### config.mk
export PLATFORM = sky130hd
export DESIGN_NAME = rrx_data_path
export DESIGN_NICKNAME = d
export VERILOG_FILES = /design/src/hw/rrx_pkg.sv /design/src/hw/rrx_core_if.sv /design/src/hw/rrx_data_path.sv /design/src/hw/rrx_irq_status.sv /design/src/hw/rrx_read_port.sv
export SDC_FILE = /design/constraint.sdc
export NUM_CORES = 1
export LEC_CHECK = 0
export ABC_CLOCK_PERIOD_IN_PS = 3200
export CORE_ASPECT_RATIO = 0.7
export CORE_MARGIN = 2
export CORE_UTILIZATION = 50
export DETAILED_ROUTE_END_ITERATION = 8
export DONT_BUFFER_PORTS = 1
export RECOVER_POWER = 50
export SETUP_SLACK_MARGIN = 0.3
export SLEW_MARGIN = 20
export SYNTH_ARGS = -nofsm -noshare
export SYNTH_HDL_FRONTEND = slang
export SYNTH_SLANG_ARGS = --single-unit
### constraint.sdc
create_clock -name clk -period 3.2 [get_ports clk]
set_input_delay 0.64 -clock clk [delete_from_list [all_inputs] [get_ports clk]]
set_output_delay 0.64 -clock clk [all_outputs]
set_load 0.02 [all_outputs]
### src/hw/rrx_pkg.sv
// constants, offsets and types shared by the remote receive data path
`default_nettype none
package rrx_pkg;
  localparam int RRX_ADDR_W = 4;
  localparam int RRX_BYTE_W = 8;
  localparam logic [7:0] RRX_LAST_BIT = 8'h07;
  localparam logic [3:0] RRX_OFF_HOLD = 4'h0;
  localparam logic [3:0] RRX_OFF_COUNT = 4'h1;
  localparam logic [3:0] RRX_OFF_SHIFT = 4'h2;
  localparam logic [3:0] RRX_OFF_CTRL = 4'h3;
  localparam logic [3:0] RRX_OFF_STATUS = 4'h4;
  localparam logic [3:0] RRX_OFF_MASK = 4'h5;
  localparam logic [7:0] RRX_RST_BYTE = 8'h00;
  localparam logic [7:0] RRX_RST_COUNT = 8'h00;
  localparam logic [7:0] RRX_RST_SHIFT = 8'h00;
  localparam logic [7:0] RRX_RST_CTRL = 8'h00;
  localparam logic [7:0] RRX_RST_STATUS = 8'h00;
  localparam logic [7:0] RRX_RST_MASK = 8'h00;
  localparam logic [7:0] RRX_RD_IDLE = 8'h00;
  localparam int RRX_CTRL_EN = 0;
  localparam int RRX_EV_FULL = 0;
  localparam int RRX_EV_END = 1;
  localparam int RRX_EV_ERR = 2;
  localparam int RRX_NUM_EV = 3;
  typedef enum logic [1:0]
  {
    RRX_IDLE = 2'b00,
    RRX_RECV = 2'b01,
    RRX_ENDED = 2'b11
  } rrx_frame_t;
endpackage
`default_nettype wire

### src/hw/rrx_core_if.sv
// carrier between the data path top and its status and read-port blocks
`default_nettype none
interface rrx_core_if;
  import rrx_pkg::*;
  logic [RRX_NUM_EV-1:0] evt;
  logic wrStatus;
  logic wrMask;
  logic [7:0] wrData;
  logic [7:0] statusVal;
  logic [7:0] maskVal;
  logic rdStrobe;
  logic [RRX_ADDR_W-1:0] rdAddr;
  logic [7:0] holdVal;
  logic [7:0] countVal;
  logic [7:0] shiftVal;
  logic [7:0] ctrlVal;
  logic [7:0] rdData;
  modport top(output evt, wrStatus, wrMask, wrData, rdStrobe, rdAddr, holdVal,
    countVal, shiftVal, ctrlVal, input statusVal, maskVal, rdData);
  modport irqm(input evt, wrStatus, wrMask, wrData, output statusVal, maskVal);
  modport rdm(input rdStrobe, rdAddr, holdVal, countVal, shiftVal, ctrlVal,
    statusVal, maskVal, output rdData);
endinterface
`default_nettype wire

### src/hw/rrx_data_path.sv
// receive data path of the remote-control receiver: shifter, count, holding byte
`default_nettype none
module rrx_data_path (
  input wire logic clk,
  input wire logic reset,
  input wire logic bitValid,
  input wire logic bitValue,
  input wire logic frameEnd,
  input wire logic frameError,
  input wire logic [rrx_pkg::RRX_ADDR_W-1:0] regAddr,
  input wire logic [7:0] regWrData,
  input wire logic regWr,
  input wire logic regRd,
  output logic [7:0] regRdData,
  output logic byteFull,
  output logic irq
);
  import rrx_pkg::*;

  function automatic logic hit(input logic [RRX_ADDR_W-1:0] a,
    input logic [RRX_ADDR_W-1:0] off);
    hit = (a == off);
  endfunction

  logic [7:0] shift_reg;
  logic [7:0] shift_next;
  logic [7:0] count_reg;
  logic [7:0] count_next;
  logic [7:0] hold_reg;
  logic [7:0] hold_next;
  logic full_reg;
  logic full_next;
  rrx_frame_t frame_reg;
  rrx_frame_t frame_next;
  logic [7:0] ctrl_reg;
  logic [7:0] ctrl_next;
  logic enable;
  logic shiftRd;
  logic [7:0] shifted;

  rrx_core_if core ();

  assign enable = ctrl_reg[RRX_CTRL_EN];
  assign shiftRd = regRd && hit(regAddr, RRX_OFF_SHIFT);

  // control register: only the enable bit is kept
  always_comb
  begin
    ctrl_next = ctrl_reg;
    if (regWr && hit(regAddr, RRX_OFF_CTRL))
      ctrl_next = {7'h00, regWrData[RRX_CTRL_EN]};
  end

  always_ff @(posedge clk)
  begin
    if (reset)
      ctrl_reg <= RRX_RST_CTRL;
    else
      ctrl_reg <= ctrl_next;
  end

  always_comb
  begin
    shift_next = shift_reg;
    count_next = count_reg;
    hold_next = hold_reg;
    full_next = 1'b0;
    frame_next = frame_reg;
    // new bit enters at the top
    shifted = {bitValue, shift_reg[7:1]};
    if (!enable)
    begin
      // disabled, holding byte forced to zero
      hold_next = RRX_RST_BYTE;
      count_next = RRX_RST_COUNT;
      shift_next = RRX_RST_SHIFT;
      frame_next = RRX_IDLE;
    end
    else
    begin
      if (bitValid)
      begin
        frame_next = RRX_RECV;
        if (count_reg == RRX_LAST_BIT)
        begin
          // eighth bit moves byte to holding
          // earliest bit has reached bit 0
          // no guard against an unread byte
          hold_next = shifted;
          shift_next = RRX_RST_SHIFT;
          count_next = RRX_RST_COUNT;
          full_next = 1'b1;
        end
        else
        begin
          shift_next = shifted;
          count_next = count_reg + 8'h01;
        end
      end
      if (frameEnd)
        frame_next = RRX_ENDED;
      if (frameError)
      begin
        count_next = RRX_RST_COUNT;
        shift_next = RRX_RST_SHIFT;
        frame_next = RRX_IDLE;
      end
      // shifter read after end clears count
      else if (shiftRd && frame_reg == RRX_ENDED)
      begin
        count_next = RRX_RST_COUNT;
        shift_next = RRX_RST_SHIFT;
        frame_next = RRX_IDLE;
      end
    end
  end

  always_ff @(posedge clk)
  begin
    if (reset)
    begin
      hold_reg <= RRX_RST_BYTE;
      count_reg <= RRX_RST_COUNT;
      shift_reg <= RRX_RST_SHIFT;
      full_reg <= 1'b0;
      frame_reg <= RRX_IDLE;
    end
    else
    begin
      hold_reg <= hold_next;
      count_reg <= count_next;
      shift_reg <= shift_next;
      full_reg <= full_next;
      frame_reg <= frame_next;
    end
  end

  assign byteFull = full_reg;

  // events go to the sticky status as they happen
  assign core.evt[RRX_EV_FULL] = full_next;
  assign core.evt[RRX_EV_END] = frameEnd && enable;
  assign core.evt[RRX_EV_ERR] = frameError && enable;
  assign core.wrStatus = regWr && hit(regAddr, RRX_OFF_STATUS);
  assign core.wrMask = regWr && hit(regAddr, RRX_OFF_MASK);
  assign core.wrData = regWrData;
  // holding and count have no write path
  assign core.rdStrobe = regRd;
  assign core.rdAddr = regAddr;
  assign core.holdVal = hold_reg;
  assign core.countVal = count_reg;
  assign core.shiftVal = shift_reg;
  assign core.ctrlVal = ctrl_reg;
  assign regRdData = core.rdData;

  rrx_irq_status #(
    .NUM_EV(RRX_NUM_EV)
  ) u_irq (
    .clk(clk),
    .reset(reset),
    .bus(core.irqm),
    .irq(irq)
  );

  rrx_read_port u_rd (
    .clk(clk),
    .reset(reset),
    .bus(core.rdm)
  );

  // quiet cycle for the shift path: enabled, no error clear, no read clear
  logic quiet;
  assign quiet = enable && !frameError && !(shiftRd && frame_reg == RRX_ENDED);

  property p_transfer;
    @(posedge clk) disable iff (reset)
    enable && bitValid && count_reg == RRX_LAST_BIT
      |=> hold_reg == {$past(bitValue), $past(shift_reg[7:1])};
  endproperty
  a_transfer: assert property (p_transfer)
    else $error("holding byte not loaded from shifter");

  property p_first_bit_low;
    @(posedge clk) disable iff (reset)
    quiet && bitValid && count_reg == 8'h00 && !frameEnd
      ##1 (quiet && bitValid) [*7]
      |=> hold_reg[0] == $past(bitValue, 8);
  endproperty
  a_first_bit_low: assert property (p_first_bit_low)
    else $error("earliest bit not at bit 0");

  property p_full_with_transfer;
    @(posedge clk) disable iff (reset)
    $changed(hold_reg) && enable && $past(enable) |-> byteFull;
  endproperty
  a_full_with_transfer: assert property (p_full_with_transfer)
    else $error("byte-full not raised with the transfer");

  property p_full_cause;
    @(posedge clk) disable iff (reset)
    byteFull |-> $past(bitValid && enable && count_reg == RRX_LAST_BIT)
      && count_reg == 8'h00 && shift_reg == 8'h00;
  endproperty
  a_full_cause: assert property (p_full_cause)
    else $error("byte-full without an eighth bit");

  property p_reset_clear;
    @(posedge clk)
    reset |=> hold_reg == 8'h00 && count_reg == 8'h00 && !byteFull;
  endproperty
  a_reset_clear: assert property (p_reset_clear)
    else $error("reset left holding byte or count set");

  property p_disabled_zero;
    @(posedge clk) disable iff (reset)
    !enable |=> hold_reg == 8'h00 && count_reg == 8'h00;
  endproperty
  a_disabled_zero: assert property (p_disabled_zero)
    else $error("disabled receiver kept data");

  property p_overwrite;
    @(posedge clk) disable iff (reset)
    enable && bitValid && count_reg == RRX_LAST_BIT && core.statusVal[RRX_EV_FULL]
      |=> byteFull && hold_reg == {$past(bitValue), $past(shift_reg[7:1])};
  endproperty
  a_overwrite: assert property (p_overwrite)
    else $error("second byte was held back");

  property p_count_step;
    @(posedge clk) disable iff (reset)
    quiet && bitValid && count_reg < RRX_LAST_BIT
      |=> count_reg == $past(count_reg) + 8'h01;
  endproperty
  a_count_step: assert property (p_count_step)
    else $error("bit count did not step");

  property p_count_hold;
    @(posedge clk) disable iff (reset)
    quiet && !bitValid |=> $stable(count_reg) && $stable(shift_reg);
  endproperty
  a_count_hold: assert property (p_count_hold)
    else $error("count moved without a bit");

  property p_shift_in;
    @(posedge clk) disable iff (reset)
    quiet && bitValid && count_reg < RRX_LAST_BIT
      |=> shift_reg == {$past(bitValue), $past(shift_reg[7:1])};
  endproperty
  a_shift_in: assert property (p_shift_in)
    else $error("bit not shifted in at the top");

  property p_count_range;
    @(posedge clk) disable iff (reset)
    count_reg <= RRX_LAST_BIT;
  endproperty
  a_count_range: assert property (p_count_range)
    else $error("bit count beyond seven");

  property p_err_clear;
    @(posedge clk) disable iff (reset)
    enable && frameError |=> count_reg == 8'h00;
  endproperty
  a_err_clear: assert property (p_err_clear)
    else $error("error did not clear count");

  property p_read_clear;
    @(posedge clk) disable iff (reset)
    enable && shiftRd && frame_reg == RRX_ENDED |=> count_reg == 8'h00;
  endproperty
  a_read_clear: assert property (p_read_clear)
    else $error("shifter read after end kept count");

  property p_end_keeps_count;
    @(posedge clk) disable iff (reset)
    quiet && frameEnd && !bitValid ##1 quiet && !bitValid && !shiftRd
      |-> count_reg == $past(count_reg, 1);
  endproperty
  a_end_keeps_count: assert property (p_end_keeps_count)
    else $error("frame end disturbed the count");

  property p_count_read;
    @(posedge clk) disable iff (reset)
    regRd && hit(regAddr, RRX_OFF_COUNT) |=> regRdData == $past(count_reg);
  endproperty
  a_count_read: assert property (p_count_read)
    else $error("count read returned wrong value");

  property p_hold_read;
    @(posedge clk) disable iff (reset)
    regRd && hit(regAddr, RRX_OFF_HOLD) |=> regRdData == $past(hold_reg);
  endproperty
  a_hold_read: assert property (p_hold_read)
    else $error("holding read returned wrong value");

  property p_no_write;
    @(posedge clk) disable iff (reset)
    regWr && (hit(regAddr, RRX_OFF_HOLD) || hit(regAddr, RRX_OFF_COUNT))
      && !bitValid && quiet |=> $stable(hold_reg) && $stable(count_reg);
  endproperty
  a_no_write: assert property (p_no_write)
    else $error("read-only register took a write");

  // event is latched in status at the same edge as the pulse
  property p_full_status;
    @(posedge clk) disable iff (reset)
    byteFull |-> core.statusVal[RRX_EV_FULL];
  endproperty
  a_full_status: assert property (p_full_status)
    else $error("byte-full event not latched in status");

  property p_irq_level;
    @(posedge clk) disable iff (reset)
    byteFull && core.maskVal[RRX_EV_FULL] |-> irq;
  endproperty
  a_irq_level: assert property (p_irq_level)
    else $error("unmasked byte-full did not raise interrupt");
endmodule
`default_nettype wire

### src/hw/rrx_irq_status.sv
// sticky event status, mask and level interrupt
`default_nettype none
module rrx_irq_status #(
  parameter int NUM_EV = rrx_pkg::RRX_NUM_EV
) (
  input wire logic clk,
  input wire logic reset,
  rrx_core_if.irqm bus,
  output logic irq
);
  import rrx_pkg::*;
  logic [NUM_EV-1:0] status_reg;
  logic [NUM_EV-1:0] status_next;
  logic [NUM_EV-1:0] mask_reg;
  logic [NUM_EV-1:0] mask_next;

  if (NUM_EV != RRX_NUM_EV)
  begin : g_bad
    $error("event count must match the carrier");
  end

  always_comb
  begin
    // set wins over a write-one clear in the same cycle
    status_next = (status_reg & ~(bus.wrStatus ? bus.wrData[NUM_EV-1:0] : '0))
      | bus.evt;
    mask_next = bus.wrMask ? bus.wrData[NUM_EV-1:0] : mask_reg;
  end

  always_ff @(posedge clk)
  begin
    if (reset)
    begin
      status_reg <= RRX_RST_STATUS[NUM_EV-1:0];
      mask_reg <= RRX_RST_MASK[NUM_EV-1:0];
    end
    else
    begin
      status_reg <= status_next;
      mask_reg <= mask_next;
    end
  end

  assign bus.statusVal = {{(8 - NUM_EV){1'b0}}, status_reg};
  assign bus.maskVal = {{(8 - NUM_EV){1'b0}}, mask_reg};
  assign irq = |(status_reg & mask_reg);
endmodule
`default_nettype wire

### src/hw/rrx_read_port.sv
// registered read data for the software port
`default_nettype none
module rrx_read_port (
  input wire logic clk,
  input wire logic reset,
  rrx_core_if.rdm bus
);
  import rrx_pkg::*;
  logic [7:0] rdData_reg;
  logic [7:0] rdData_next;

  always_comb
  begin
    rdData_next = RRX_RD_IDLE;
    if (!bus.rdStrobe)
      rdData_next = RRX_RD_IDLE;
    else if (bus.rdAddr == RRX_OFF_HOLD)
      rdData_next = bus.holdVal;
    else if (bus.rdAddr == RRX_OFF_COUNT)
      rdData_next = bus.countVal;
    else if (bus.rdAddr == RRX_OFF_SHIFT)
      rdData_next = bus.shiftVal;
    else if (bus.rdAddr == RRX_OFF_CTRL)
      rdData_next = bus.ctrlVal;
    else if (bus.rdAddr == RRX_OFF_STATUS)
      rdData_next = bus.statusVal;
    else if (bus.rdAddr == RRX_OFF_MASK)
      rdData_next = bus.maskVal;
    else
      rdData_next = RRX_RD_IDLE;
  end

  // data stand only in the cycle after the strobe
  always_ff @(posedge clk)
  begin
    if (reset)
      rdData_reg <= RRX_RD_IDLE;
    else
      rdData_reg <= rdData_next;
  end

  assign bus.rdData = rdData_reg;
endmodule
`default_nettype wire

-- Yosys cells after proc, flatten, opt, wreduce, memory -nomap -nowiden
Index checks and enable logic that the tools add are counted.
- add/subtract/negate cells: 1
- equality and inequality tests: 7
- mux-type cells: 14
- bitwise logic cells: 6
- reductions and logical operators: 14
- operator list (kind ; number):
    $mux 8 ; 7
    $add 8x1->8 const B ; 1
    $eq 4x2->1 const B ; 2
    $eq 4x3->1 const B ; 2
    $eq 8x3->1 const B ; 1
    $logic_and 1x1->1 ; 7
    $and 3x3->3 ; 2
    $mux 3 ; 2
    $eq 4x1->1 const B ; 1
    $logic_not 4->1 ; 1
    $mux 2 ; 2
    $reduce_or 2->1 ; 2
    $reduce_or 4->1 ; 1
    $mux 1 ; 3
    $not 3->3 ; 1
    $or 3x3->3 ; 1
    $reduce_or 3->1 ; 1
    $eq 2x2->1 const B ; 1
    $not 1->1 ; 2
    $reduce_and 2->1 ; 1
    $reduce_bool 2->1 ; 1
- flip-flop bits (word level): 42
- input port bits: 20
- logic and storage cells: 51

-- Depth between registers and ports, before layout
Gate-level depths: netlist (run 1).
- depth after elaboration: 7
- mapped depth: 6

-- Cells and area by module
Synthesis (run 1) repeated with hierarchy kept, for this count alone.
- cell total of the unflattened synthesis: 237
- area total of the unflattened synthesis: 2128.3 sq um
- modules (own cells, without submodules) (module ; instances ; cells each ; area each (sq um) ; sequential area each (sq um)):
    rrx_data_path ; 1 ; 127 ; 1197.4 ; 560.5
    rrx_read_port ; 1 ; 76 ; 628.1 ; 160.2
    rrx_irq_status ; 1 ; 34 ; 302.8 ; 120.1

-- Worst setup path before layout (run 1)
Ideal clock, no wire load.
- path type: input to register
- start: in reset
- end: reg count_reg[0], in the netlist core.countVal[0]
- arrival time: 1533 ps
- slack: 1605 ps
- cell stages on the path: 5
- buffers on the path: 1
- cells stage by stage: nand2b_1 buf_6 a311o_1 nand2b_4 nor2_2
- word-level cells in the longest chain between the ends: 1
- RTL lines (element ; line ; source):
    from (decl) ; rrx_data_path.sv:5 ; input wire logic reset,
    $reduce_or 4->1 (no line) ; - ;
    to (signal assigned) ; rrx_data_path.sv:131 ; count_reg <= count_next;
    to (decl) ; rrx_data_path.sv:27 ; logic [7:0] count_reg;
No other way between the ends.
A chain may end at the register's enable or synchronous reset.

-- Worst setup path after layout (run 1)
- start: reg count_reg[0], in the netlist core.countVal[0]
- end: reg count_reg[4], in the netlist core.countVal[4]
- word-level cells in the longest chain between the ends: 2
- RTL lines (element ; line ; source):
    $add 8x1->8 / $eq 8x3->1 (equally long branches) ; rrx_data_path.sv:97, rrx_data_path.sv:84 ;
    $mux 8 * ; rrx_data_path.sv:84 ; if (count_reg == RRX_LAST_BIT)
Mark *: on every way between the ends. The rest lies on a longest branch, timed or not.

==> results.env, run 1 <==
DETAIL_ROUTE.DRC_VIOLATIONS=0
VIAS_PER_CELL=5.49
WORST_SETUP_SP_TYPE='register'
SYNTH-SEQ-CELLS=42
NUM-FILL-CELLS=343
FLOORPLAN.ROWS=18
WL_UM=3910
CTS_RESIZED=0
WORST_SLEW_PIN_SLEW_NS=0.811
WORST_HOLD_PATH_TYPE='input port to register'
HTREEDEPTH=2
GRT_PASS1_VIAS=1238
SYNTH.YOSYS.WARNINGS=0
GR-USAGE-ALL-LAYERS_PCT=21.1
IO-PIN-COUNT=30
CRIT_BUF_INV=0
FAMILY_WITH_THE_MOST_DELAY_ON_THE_WORST_PATH='simple AND/OR/NAND/NOR gates'
CTS_TREE='done'
ANTENNA-DIODE-COUNT=0
CORE_AREA_UM2=3490
SLEW-LIMIT-HEADROOM_PCT=45.6
SYNTH.AVG_CELL_AREA_UM2=9.09
INITIALDRTVIOLATIONCOUNT=197
DR_WL_CELL_UM=15.7
DRT.ANTENNA.VIOLATING_NETS=0
ROUTED-VIA-COUNT=1366
POST-LAYOUT-TOTAL-POWER_mW=0.968
IR_WORST_VDD_mV=0.433
CLOCK_TREE.ROOT_CELL='clkbuf_8'
DIE_WIDTH_UM=75.9
POST-PLACE-WS_NS=1.08
TIMING.SETUP.TNS_NS=0
DIE_Y_UM=54.3
DRIVE_GT1_SHARE_PCT=8.04
FINALSETUPVIOLCOUNT=0
CRITICAL_PATH_AT_NS=2.55
MAX_FREQ_MHz=423
CRITPATHSLOWESTCELL='nand4_1'
FLOORPLAN_DIE_AREA_UM2=4120
DRT_PRE_ANTENNA_ITERS=4
SYNTH-SEQ-AREA-SHARE_PCT=46.5
NUMBER_OF_DISTINCT_STANDARD_CELLS_REFERENCED_BY_THE_SYNTHESIZED_NETLIST=37
STATUS='completed'
HOLD_VIOL_FINAL=0
INITIAL_CORE_UTIL_PCT=51.8
PLACE.DETAILED.HPWL_UM=2820
PATH_CLK_SLEW_NS=0.08
TIMING.FINAL.CRIT_PERIOD_NS=2.37
WORST-SETUP-PATH-TYPE='register to register'
GRT_ANTENNA_BEFORE_REPAIR=0
CLOCK-SINKS=42
BUFFER_PORTS.INSERTED=0
PWR_DENSITY_CELL_nW_PER_UM2=503
CP_CELL_SEQUENCE='ha_1 -> nor4b_1 -> nand4_1 -> nand2b_4 -> nor2_2'
GRT_REMAINING_OVERFLOW=0
TIMING.FINAL.CRIT_SHARE_PCT=73.9
FINAL.SETUP_SKEW_NS=0.00865
CLOCK_INSERTION_DELAY_WORST_SKEW_NS=0.30
GLOBAL_ROUTE_WIRE_LENGTH_BEFORE_REPAIR_UM=6180
DRV_SLEW=0
NUMBER_OF_BUFFERS_INSERTED_BY_HOLD_REPAIR_AT_CTS=0
CRITPATHREQUIREDTIME_NS=3.39
P_LEAK_nW=0.670
SYN-INSTANCE-COUNT=199
SYNTH.CELL_AREA_UM2=1810
GRT_SETUP_UNREPAIRED='no'
WORST_HOLD_SLACK_NS=0.397
GRT_START_MAX_NET_PINS=24
MAXCAPVIOLCOUNT=0
CTS_BUFFERS=5
CP-END-KIND='register'
ROUTABILITYCONGESTION=0.808
FINAL.SETUP.WORST_SLACK_NS=0.835
AREA.GROWTH.SYNTH_TO_FINAL_PCT=6.44
CP_MAX_FO=9
MAPPEDNETLISTNETS=220
CRIT_PATH_MAX_INCR_DELAY_NS=0.68
CTS_SETUP_BUFFERS=0
FINALNETCOUNT=219
CLOCK_PATH_BUFFERS=2
worst register-to-register path: cells and delay by family (launching register included):
kind / cells / cell delay [ns]
flops: 1 / 0.41
fa+ha+maj: 1 / 0.23
simple gates: 4 / 1.61
stage by stage:
step	instances	area [µm²]	utilization, %
after floorplan	199	1810	-
after global placement	241	1830	52.4
after detailed placement	241	1830	52.4
after CTS	249	1940	55.4
after global routing	249	1920	55.1
final	249	1920	55.1
path summary, 6_finish.rpt:
path | start | end | slack, ns | depth (start not counted)
hold reg to reg | frame_reg[0]$_SDFFE_PP0P_ | frame_reg[0]$_SDFFE_PP0P_ | 0.48 | 2
setup / recovery | core.countVal[0]$_SDFFE_PP0P_ | core.countVal[4]$_SDFFE_PP0P_ | 0.83 | 5
hold / removal | reset | core.ctrlVal[0]$_SDFFE_PP0P_ | 0.40 | 1
setup reg to reg | core.countVal[0]$_SDFFE_PP0P_ | core.countVal[4]$_SDFFE_PP0P_ | 0.83 | 5
routing by layer:
layer  GRT usage, %  vias up  wire, µm
li1               -      691         -
met4           10.5        0        75
met3           6.08        8       175
met5              0        -         0
met1           33.1      634      2100
met2           24.9       33      1550
final cells by class:
class                      count  area [µm²]  area share [%]
tap                           50        62.6            3.25
multi-input combinational    138         873            45.4
clock buffer                   7        76.3            3.97
inverter                      11        41.3            2.15
sequential                    42         841            43.7
clock inverter                 1        30.0            1.56
report_power, final:
| group | leakage, nW | switching [mW] | internal [mW] |
|---|---|---|---|
| sequential | 0.338 | 0.00237 | 0.524 |
| clock | 0.0524 | 0.178 | 0.233 |
| combinational | 0.279 | 0.0158 | 0.0134 |
cell families (layout without fill, tap and decap cells):
family          Yosys count  in the layout  share of synthesized area, %
flops                    42             42                          46.5
xor+xnor                  7              7                          3.39
simple gates             81             81                          23.6
mux                      14             14                          7.89
buf+inv                  19             19                          4.57
fa+ha+maj                 1              1                         0.692
compound gates           35             35                          13.4
synthesized netlist by cell type, drive strengths merged:
library cell   n  area share (%)
clkbuf         4            0.83
o22ai          7             2.4
mux2i         12             6.6
a21boi         2            0.83
xnor2          7             3.4
a31o           1            0.48
a311o          1            0.55
nand4          5             1.7
a32o           2             1.1
buf            4             1.5
a31oi          1            0.35
a222oi         1            0.55
nand2b         4             1.8
a21oi          2            0.55
inv           11             2.3
dfxtp         42              47
nor3b          2             1.1
a22oi         11             4.6
and4b          1            0.55
nor3           6             1.7
nor2b          9             3.1
o21ai          7             1.9
ha             1            0.69
nor4b          2             1.3
nand3          1            0.28
nor2          42             9.6
nand2          6             1.2
nand3b         3             1.2
mux2           2             1.2
placed cells by master (no fill, tap or decap), types with 6 or more instances in the layout:
| cell type | instances |
|---|---|
| nor2_2 | 6 |
| nor2_1 | 36 |
| nand2_1 | 6 |
| o22ai_1 | 7 |
| xnor2_1 | 7 |
| nor3_1 | 6 |
| mux2i_1 | 12 |
| dfxtp_1 | 42 |
| nor2b_1 | 9 |
| a22oi_1 | 11 |
| o21ai_0 | 7 |
| inv_1 | 10 |
No activity file was read; power rests on OpenSTA's default activity.
==> run 2: changes to the inputs <==
--- a/config.mk
+++ b/config.mk
@@ -5,7 +5,8 @@
 export SDC_FILE = /design/constraint.sdc
 export NUM_CORES = 1
 export LEC_CHECK = 0
-export ABC_CLOCK_PERIOD_IN_PS = 3200
+export ABC_AREA = 1
+export ABC_CLOCK_PERIOD_IN_PS = 2240
 export CORE_ASPECT_RATIO = 0.7
 export CORE_MARGIN = 2
 export CORE_UTILIZATION = 50
==> constraint.sdc (replaced) <==
create_clock -name clk -period 2.24 [get_ports clk]
set_input_delay 0.448 -clock clk [delete_from_list [all_inputs] [get_ports clk]]
set_output_delay 0.448 -clock clk [all_outputs]
set_load 0.02 [all_outputs]
==> results.env, run 2 <==
STATUS='completed'
WORSTHOLDSTART='reset'
VIAS_PER_CELL=5.45  # -0.63%
IR_WORST_VDD_mV=0.358  # -17%
TIMING.REG2REG.SETUP_SLACK_NS=0.66  # -0.17 ns
FLOORPLAN.ROWS=18  # unchanged
STDCELL_AREA_UM2=2030  # +5.7%
AREA.GROWTH.SYNTH_TO_FINAL_PCT=5.65
SYNTH_ENABLE_FLOP_CELLS=0  # unchanged
SYNTH_XOR_AREA_SHARE_PCT=0.910  # -2.5 points
SYNTHMUXAREASHARE_PCT=0  # -7.9 points
SYNTHADDERAREAFRAC_PCT=0.650  # -0.042 points
FINAL_CELL_MIX='nand2_1 (61), nand3_1 (56), dfxtp_1 (42), nor2_1 (23), inv_1 (20)'
GRT_PASS1_VIAS=1543  # +25%
MULTI_INPUT_AREA_UM2=938  # +7.4%
MAXCAPVIOLCOUNT=0  # unchanged
CP_MAX_FO=16  # +7
TIMING.FINAL.CRIT_PERIOD_NS=1.63
ROUTED-VIA-COUNT=1739  # +27%
ROUTABILITYCONGESTION=0.899  # +11%
SYNTH-SEQ-CELLS=42  # unchanged
DRIVE_GT1_SHARE_PCT=9.67  # +1.6 points
FINALNETCOUNT=289  # +32%
GRT_ANTENNA_BEFORE_REPAIR=0  # unchanged
CORE_AREA_UM2=3600  # +3.2%
PLACE.DETAILED.HPWL_UM=3300  # +17%
DRT_PRE_ANTENNA_ITERS=4  # unchanged
TIMING.SETUP.TNS_NS=0  # unchanged
DRV_SLEW=0  # unchanged
CLOCK_INSERTION_DELAY_WORST_SKEW_NS=0.29  # about the same
ASYNC_RESET_FF_SHARE_PCT=0  # unchanged
PLACED_AREA_UM2=1960  # +7.0%
WORST_HOLD_PATH_TYPE='input port to register'
SYNTH-SEQ-AREA-SHARE_PCT=43.7  # -2.8 points
SYNTH_TOP_CELL_BY_AREA='dfxtp_1'
DIE_WIDTH_UM=78.2  # +3.0%
CTS_SETUP_BUFFERS=0  # unchanged
NUMBER_OF_DISTINCT_STANDARD_CELLS_REFERENCED_BY_THE_SYNTHESIZED_NETLIST=24  # -35%
TIMING.FINAL.CRIT_SHARE_PCT=72.7
CRITICAL_PATH_AT_NS=1.79  # -0.76 ns
FINALCOREUTILIZATION_PCT=56.5  # +1.3 points
FINALSETUPVIOLCOUNT=0  # unchanged
HTREEDEPTH=2  # unchanged
MAX_FREQ_MHz=614
FLOORPLAN_DIE_AREA_UM2=4370  # +6.1%
INITIAL_CORE_UTIL_PCT=53.4  # +1.6 points
CRITPATHREQUIREDTIME_NS=2.40  # -0.99 ns
NUMBER_OF_BUFFERS_INSERTED_BY_HOLD_REPAIR_AT_CTS=0  # unchanged
CLOCK_PATH_BUFFERS=2  # unchanged
SYNTH_TOP_FAMILY_BY_AREA='simple AND/OR/NAND/NOR gates'
WORST-SETUP-PATH-TYPE='input port to register'
LAYOUT.CELLS.MOST_COMMON='nand2_1'
HOLD_VIOL_FINAL=0  # unchanged
SLEW-LIMIT-HEADROOM_PCT=62.9  # +17 points
SYNTH_TOP_AREA_SHARE_PCT=43.7  # -2.8 points
BUFFER_PORTS.INSERTED=0  # unchanged
FINAL.SETUP_SKEW_NS=0.00450  # -0.00415 ns
GR-USAGE-ALL-LAYERS_PCT=22.7  # +1.6 points
SYNTH.AVG_CELL_AREA_UM2=7.24  # -20%
SYN-INSTANCE-COUNT=266  # +34%
CP-END-KIND='register'
DETAIL_ROUTE.DRC_VIOLATIONS=0  # unchanged
SYNTH.TOP_CELLS.BY_AREA='dfxtp_1 (44%), nand3_1 (15%), nand2_1 (12%), inv_1 (3.9%), nor2_1 (3.7%)'
CLOCK-SINKS=42  # unchanged
ANTENNA-DIODE-COUNT=0  # unchanged
R2R_START='core.countVal[0]$_SDFFE_PP0P_'
SYNTH_COMPOUND_GATE_AREA_SHARE_PCT=11.0  # -2.4 points
PWR_DENSITY_CELL_nW_PER_UM2=637  # +27%
P_LEAK_nW=0.754  # +13%
WORST_SLEW_PIN_SLEW_NS=0.553  # -0.258 ns
REGISTER_AREA_UM2=841  # unchanged
DR_WL_CELL_UM=14.2  # -9.4%
MAPPEDNETLISTNETS=287  # +30%
CLOCK_TREE.ROOT_CELL='clkbuf_8'
DIE_Y_UM=55.9  # +3.0%
PATH_CLK_SLEW_NS=0.07  # about the same
NUM-FILL-CELLS=359  # +4.7%
WORST_SETUP_SP_TYPE='input port'
WORSTREG2REGEND='core.holdVal[5]$_SDFFE_PP0P_'
DRT.ANTENNA.VIOLATING_NETS=0  # unchanged
YOSYS_MOST_USED_DFF='dfxtp_1'
GRT_SETUP_UNREPAIRED='no'
SYNTH.YOSYS.WARNINGS=0  # unchanged
GRT_START_MAX_NET_PINS=19  # -21%
GRT_REMAINING_OVERFLOW=0  # unchanged
POST-LAYOUT-TOTAL-POWER_mW=1.30  # +34%
CTS_TREE='done'
HOLD-PATH-ENDPOINT='u_irq.mask_reg[0]$_SDFFE_PP0P_'
YOSYSMOSTFREQUENTCELL='nand2_1'
CTS_RESIZED=0  # unchanged
SYNTH.CELL_AREA_UM2=1930  # +6.5%
WL_UM=4540  # +16%
HOLD-PATH-CELL-COUNT=1  # unchanged
IO-PIN-COUNT=30  # unchanged
CTS_BUFFERS=5  # unchanged
SYNTH-SIMPLE-AREA-SHARE_PCT=36.7  # +13 points
INITIALDRTVIOLATIONCOUNT=180  # -8.6%
FF2FF_PATH_DEPTH=5  # unchanged
YOSYS-TOP-CELLS-COUNT='nand2_1 (61), nand3_1 (56), dfxtp_1 (42)'
GLOBAL_ROUTE_WIRE_LENGTH_BEFORE_REPAIR_UM=7690  # +24%
==> run 2: changes by cell type after synthesis, moves of 6 or more <==
| cell | before | now |
|---|---|---|
| o22ai_1 | 7 | 0 |
| nand2_1 | 6 | 61 |
| nor2_1 | 36 | 19 |
| a21oi_2 | 0 | 6 |
| inv_1 | 10 | 20 |
| a21oi_1 | 2 | 13 |
| o21ai_0 | 2 | 11 |
| nor2b_1 | 9 | 0 |
| mux2i_1 | 12 | 0 |
| nand3_1 | 1 | 56 |
| xnor2_1 | 7 | 0 |
| a22oi_1 | 11 | 0 |
==> run 2: final cells by class <==
type                    count  share of cell area (%)
clock buffers               7                    4.24
repair buffers              3                   0.923
flip-flops and latches     42                    41.3
well taps                  50                    3.08
clock inverters             1                   0.246
multi-input cells         194                    46.1
inverters                  22                    4.06
==> run 2: report_power, final <==
group	total [mW]	internal (mW)	switching, mW
registers	0.753	0.749	0.00409
logic	0.0464	0.0123	0.0342
clock network	0.497	0.249	0.248
==> run 2: worst max path at each step <==
stage	slack (ns)	endpoint	from	depth (start not counted)
after global placement	0.68	core.shiftVal[0]$_SDFFE_PP0P_	regAddr[3]	7
after CTS	0.72	core.holdVal[5]$_SDFFE_PP0P_	core.countVal[0]$_SDFFE_PP0P_	5
after detailed placement	0.66	core.shiftVal[0]$_SDFFE_PP0P_	regAddr[3]	7
after global routing	0.38	core.shiftVal[1]$_SDFFE_PP0P_	regAddr[3]	7
after floorplan	0.98	u_rd.bus.rdData[1]$_SDFF_PP0_	regAddr[0]	5
final	0.61	core.shiftVal[0]$_SDFFE_PP0P_	regAddr[3]	7
==> run 2: cell families after synthesis <==
kind of cell	count (synthesis)
compound gates	36
xor+xnor	2
fa+ha+maj	1
buf+inv	30
flops	42
simple gates	155
==> run 2: routing by layer <==
metal	GRT usage [%]	wire length, µm	vias up
met5	0	0	-
met4	7.77	44	0
met3	6.82	361	5
met2	28.0	1690	55
met1	36.2	2440	790
li1	-	-	889
==> run 2: stage by stage <==
| stage | hold slack [ns] | setup WS, ns | std cells |
|---|---|---|---|
| floorplan | 0.437 | 0.983 | 266 |
| global placement | 0.457 | 0.682 | 311 |
| detailed placement | 0.460 | 0.662 | 311 |
| CTS | 0.209 | 0.716 | 319 |
| global route | 0.203 | 0.379 | 319 |
| finish | 0.216 | 0.613 | 319 |
==> run 2: worst max-delay path: stages <==
cell	delay, ns
nor2_1	0.16
clkbuf_1	0.44
nand2_1	0.17
nor2_1	0.14
nor2_2	0.06
inv_2	0.29
a21oi_1	0.08
==> run 3: changes to the inputs <==
--- a/config.mk
+++ b/config.mk
@@ -6,12 +6,13 @@
 export NUM_CORES = 1
 export LEC_CHECK = 0
 export ABC_AREA = 1
-export ABC_CLOCK_PERIOD_IN_PS = 2240
+export ABC_CLOCK_PERIOD_IN_PS = 1300
 export CORE_ASPECT_RATIO = 0.7
 export CORE_MARGIN = 2
 export CORE_UTILIZATION = 50
 export DETAILED_ROUTE_END_ITERATION = 8
 export DONT_BUFFER_PORTS = 1
+export PLACE_DENSITY = 0.68
 export RECOVER_POWER = 50
 export SETUP_SLACK_MARGIN = 0.3
 export SLEW_MARGIN = 20
==> constraint.sdc (replaced) <==
create_clock -name clk -period 1.3 [get_ports clk]
set_input_delay 0.26 -clock clk [delete_from_list [all_inputs] [get_ports clk]]
set_output_delay 0.26 -clock clk [all_outputs]
set_load 0.02 [all_outputs]
==> results.env, run 3 (synthesis gave the netlist of run 2 again) <==
SLEW-LIMIT-HEADROOM_PCT=65.0  # +2.0 points
MAXCAPVIOLCOUNT=0  # unchanged
CORE_AREA_UM2=3600  # unchanged
GRT_START_MAX_NET_PINS=19  # unchanged
FINALSETUPVIOLCOUNT=0  # unchanged
DIE_WIDTH_UM=78.2  # unchanged
LAYOUT.CELLS.MOST_COMMON='nand2_1'
DRT_PRE_ANTENNA_ITERS=4  # unchanged
AREA.GROWTH.SYNTH_TO_FINAL_PCT=29.8
CRITICAL_PATH_AT_NS=1.38  # -0.41 ns
ROUTABILITYCONGESTION=0.835  # -7.1%
GRT_SETUP_UNREPAIRED='yes'
CLOCK_INSERTION_DELAY_WORST_SKEW_NS=0.29  # about the same
HTREEDEPTH=2  # unchanged
PLACED_AREA_UM2=2100  # +7.5%
GR-USAGE-ALL-LAYERS_PCT=24.5  # +1.8 points
MAX_FREQ_MHz=837
FINAL_CELL_MIX='nand2_1 (52), nand3_1 (46), dfxtp_1 (30), buf_4 (18), inv_1 (15)'
DIE_Y_UM=55.9  # unchanged
TIMING.FINAL.CRIT_SHARE_PCT=92.0
ANTENNA-DIODE-COUNT=0  # unchanged
P_LEAK_nW=0.945  # +25%
BUFFER_PORTS.INSERTED=0  # unchanged
TIMING.FINAL.CRIT_PERIOD_NS=1.20
WORST-SETUP-PATH-TYPE='register to register'
GRT_REMAINING_OVERFLOW=0  # unchanged
CTS_TREE='done'
CTS_BUFFERS=5  # unchanged
FLOORPLAN_DIE_AREA_UM2=4370  # unchanged
CRITICAL_PATH.MOST_COMMON_CELL='nand2_1'
INITIALDRTVIOLATIONCOUNT=157  # -13%
CLOCK_PATH_BUFFERS=2  # unchanged
HOLD_VIOL_FINAL=0  # unchanged
PLACE.DETAILED.HPWL_UM=3420  # +3.9%
CRITPATHSLOWESTCELL='dfxtp_1'
FLOORPLAN.ROWS=18  # unchanged
GRT_PASS1_VIAS=1724  # +12%
PATH_CLK_SLEW_NS=0.08  # about the same
CP_CELL_SEQUENCE='inv_1 -> nand2_1 -> nor2_4 -> nand3_4 -> nand3_1 -> nand2_1'
DRV_SLEW=0  # unchanged
INITIAL_CORE_UTIL_PCT=53.4  # unchanged
FINAL.SETUP.WORST_SLACK_NS=0.105  # -0.508 ns
DETAIL_ROUTE.DRC_VIOLATIONS=0  # unchanged
DR_WL_CELL_UM=14.9  # +4.7%
GLOBAL_ROUTE_WIRE_LENGTH_BEFORE_REPAIR_UM=8390  # +9.2%
FINALNETCOUNT=312  # +8.0%
CP_MAX_FO=8  # -8
CRITPATHREQUIREDTIME_NS=1.49  # -0.91 ns
IO-PIN-COUNT=30  # unchanged
DRIVE_GT1_SHARE_PCT=34.6  # +25 points
WORST_HOLD_PATH_TYPE='input port to register'
NUM-FILL-CELLS=311  # -13%
NUMBER_OF_BUFFERS_INSERTED_BY_HOLD_REPAIR_AT_CTS=0  # unchanged
DRT.ANTENNA.VIOLATING_NETS=0  # unchanged
CP-END-KIND='register'
FINAL.SETUP_SKEW_NS=0.00812  # +0.00362 ns
IR_WORST_VDD_mV=0.718  # +100%
WORST_SETUP_SP_TYPE='register'
CRIT_PATH_MAX_INCR_DELAY_NS=0.32  # -0.12 ns
WORST_SLEW_PIN_SLEW_NS=0.525  # -0.0277 ns
CLOCK-SINKS=42  # unchanged
PWR_DENSITY_CELL_nW_PER_UM2=966  # +51%
GRT_ANTENNA_BEFORE_REPAIR=0  # unchanged
CLOCK_TREE.ROOT_CELL='clkbuf_8'
POST-PLACE-WS_NS=0.0498  # -0.612 ns
WL_UM=5090  # +12%
STDCELL_AREA_UM2=2500  # +23%
ROUTED-VIA-COUNT=1857  # +6.8%
VIAS_PER_CELL=5.43  # -0.40%
TIMING.SETUP.TNS_NS=0  # unchanged
STATUS='completed'
-- run 3: cell types whose count changed in the layout (fill, tap and decap cells not counted), sizes merged --
cell	previous run	this run
buf	2	24
bufinv	0	1
clkinv	1	0
nand2	62	63
-- run 3: worst paths after layout --
| path | from | endpoint | slack (ns) | cells past startpoint |
|---|---|---|---|---|
| hold reg to reg | core.holdVal[0]$_SDFFE_PP0P_ | core.holdVal[0]$_SDFFE_PP0P_ | 0.47 | 2 |
| setup / recovery | core.countVal[4]$_SDFFE_PP0P_ | core.holdVal[0]$_SDFFE_PP0P_ | 0.10 | 6 |
| setup reg to reg | core.countVal[4]$_SDFFE_PP0P_ | core.holdVal[0]$_SDFFE_PP0P_ | 0.10 | 6 |
| hold / removal | reset | u_irq.mask_reg[0]$_SDFFE_PP0P_ | 0.02 | 1 |
-- run 3: timing repair --
item | in CTS | in global routing
endpoints found under the setup margin | 28 | 39
hold endpoints to repair | 0 | 0
pin swaps | 16 | 14
setup buffers | 7 | 7
resized for setup | 33 | 28
gates cloned | 1 | 0
-- run 3: cell type report --
type	instances	area (µm²)	share of cell area, %
clock buffers	7	76.3	3.05
clock inverters	1	30.0	1.20
inverters	22	87.6	3.50
multi-input cells	195	1140	45.7
flip-flops and latches	42	863	34.5
well taps	50	62.6	2.50
repair buffers	25	236	9.46
-- run 3: stage by stage --
step	power, mW	cells	util, %	hold WS, ns
final	2.41	342	69.4	0.0206
after global routing	2.49	342	69.4	0.00721
after CTS	2.41	335	65.6	0.0192
after detailed placement	1.42	319	58.4	0.332
after global placement	1.42	319	58.4	0.331
after floorplan	1.40	266	-	0.329
-- run 3: where the power goes --
group | internal (mW) | leakage (nW) | switching (mW) | total (mW)
logic | 0.0393 | 0.547 | 0.0687 | 0.108
registers | 1.28 | 0.345 | 0.00717 | 1.29
clock network | 0.575 | 0.0524 | 0.439 | 1.01
total | 1.90 | 0.945 | 0.515 | 2.41
-- run 3: critical path, delay by kind of cell (launching register included) --
kind          cells  cell delay, ns
buf+inv           1            0.14
simple gates      5            0.63
flops             1            0.32
-- run 3: metal layers --
metal / part of all wire, % / vias up / GRT usage [%] / wire (µm)
li1: - / 934 / - / -
met1: 50 / 856 / 37.6 / 2540
met2: 40 / 63 / 35.0 / 2050
met3: 9.4 / 4 / 5.36 / 477
met4: 0.57 / 0 / 5.26 / 29
met5: 0 / - / 0 / 0
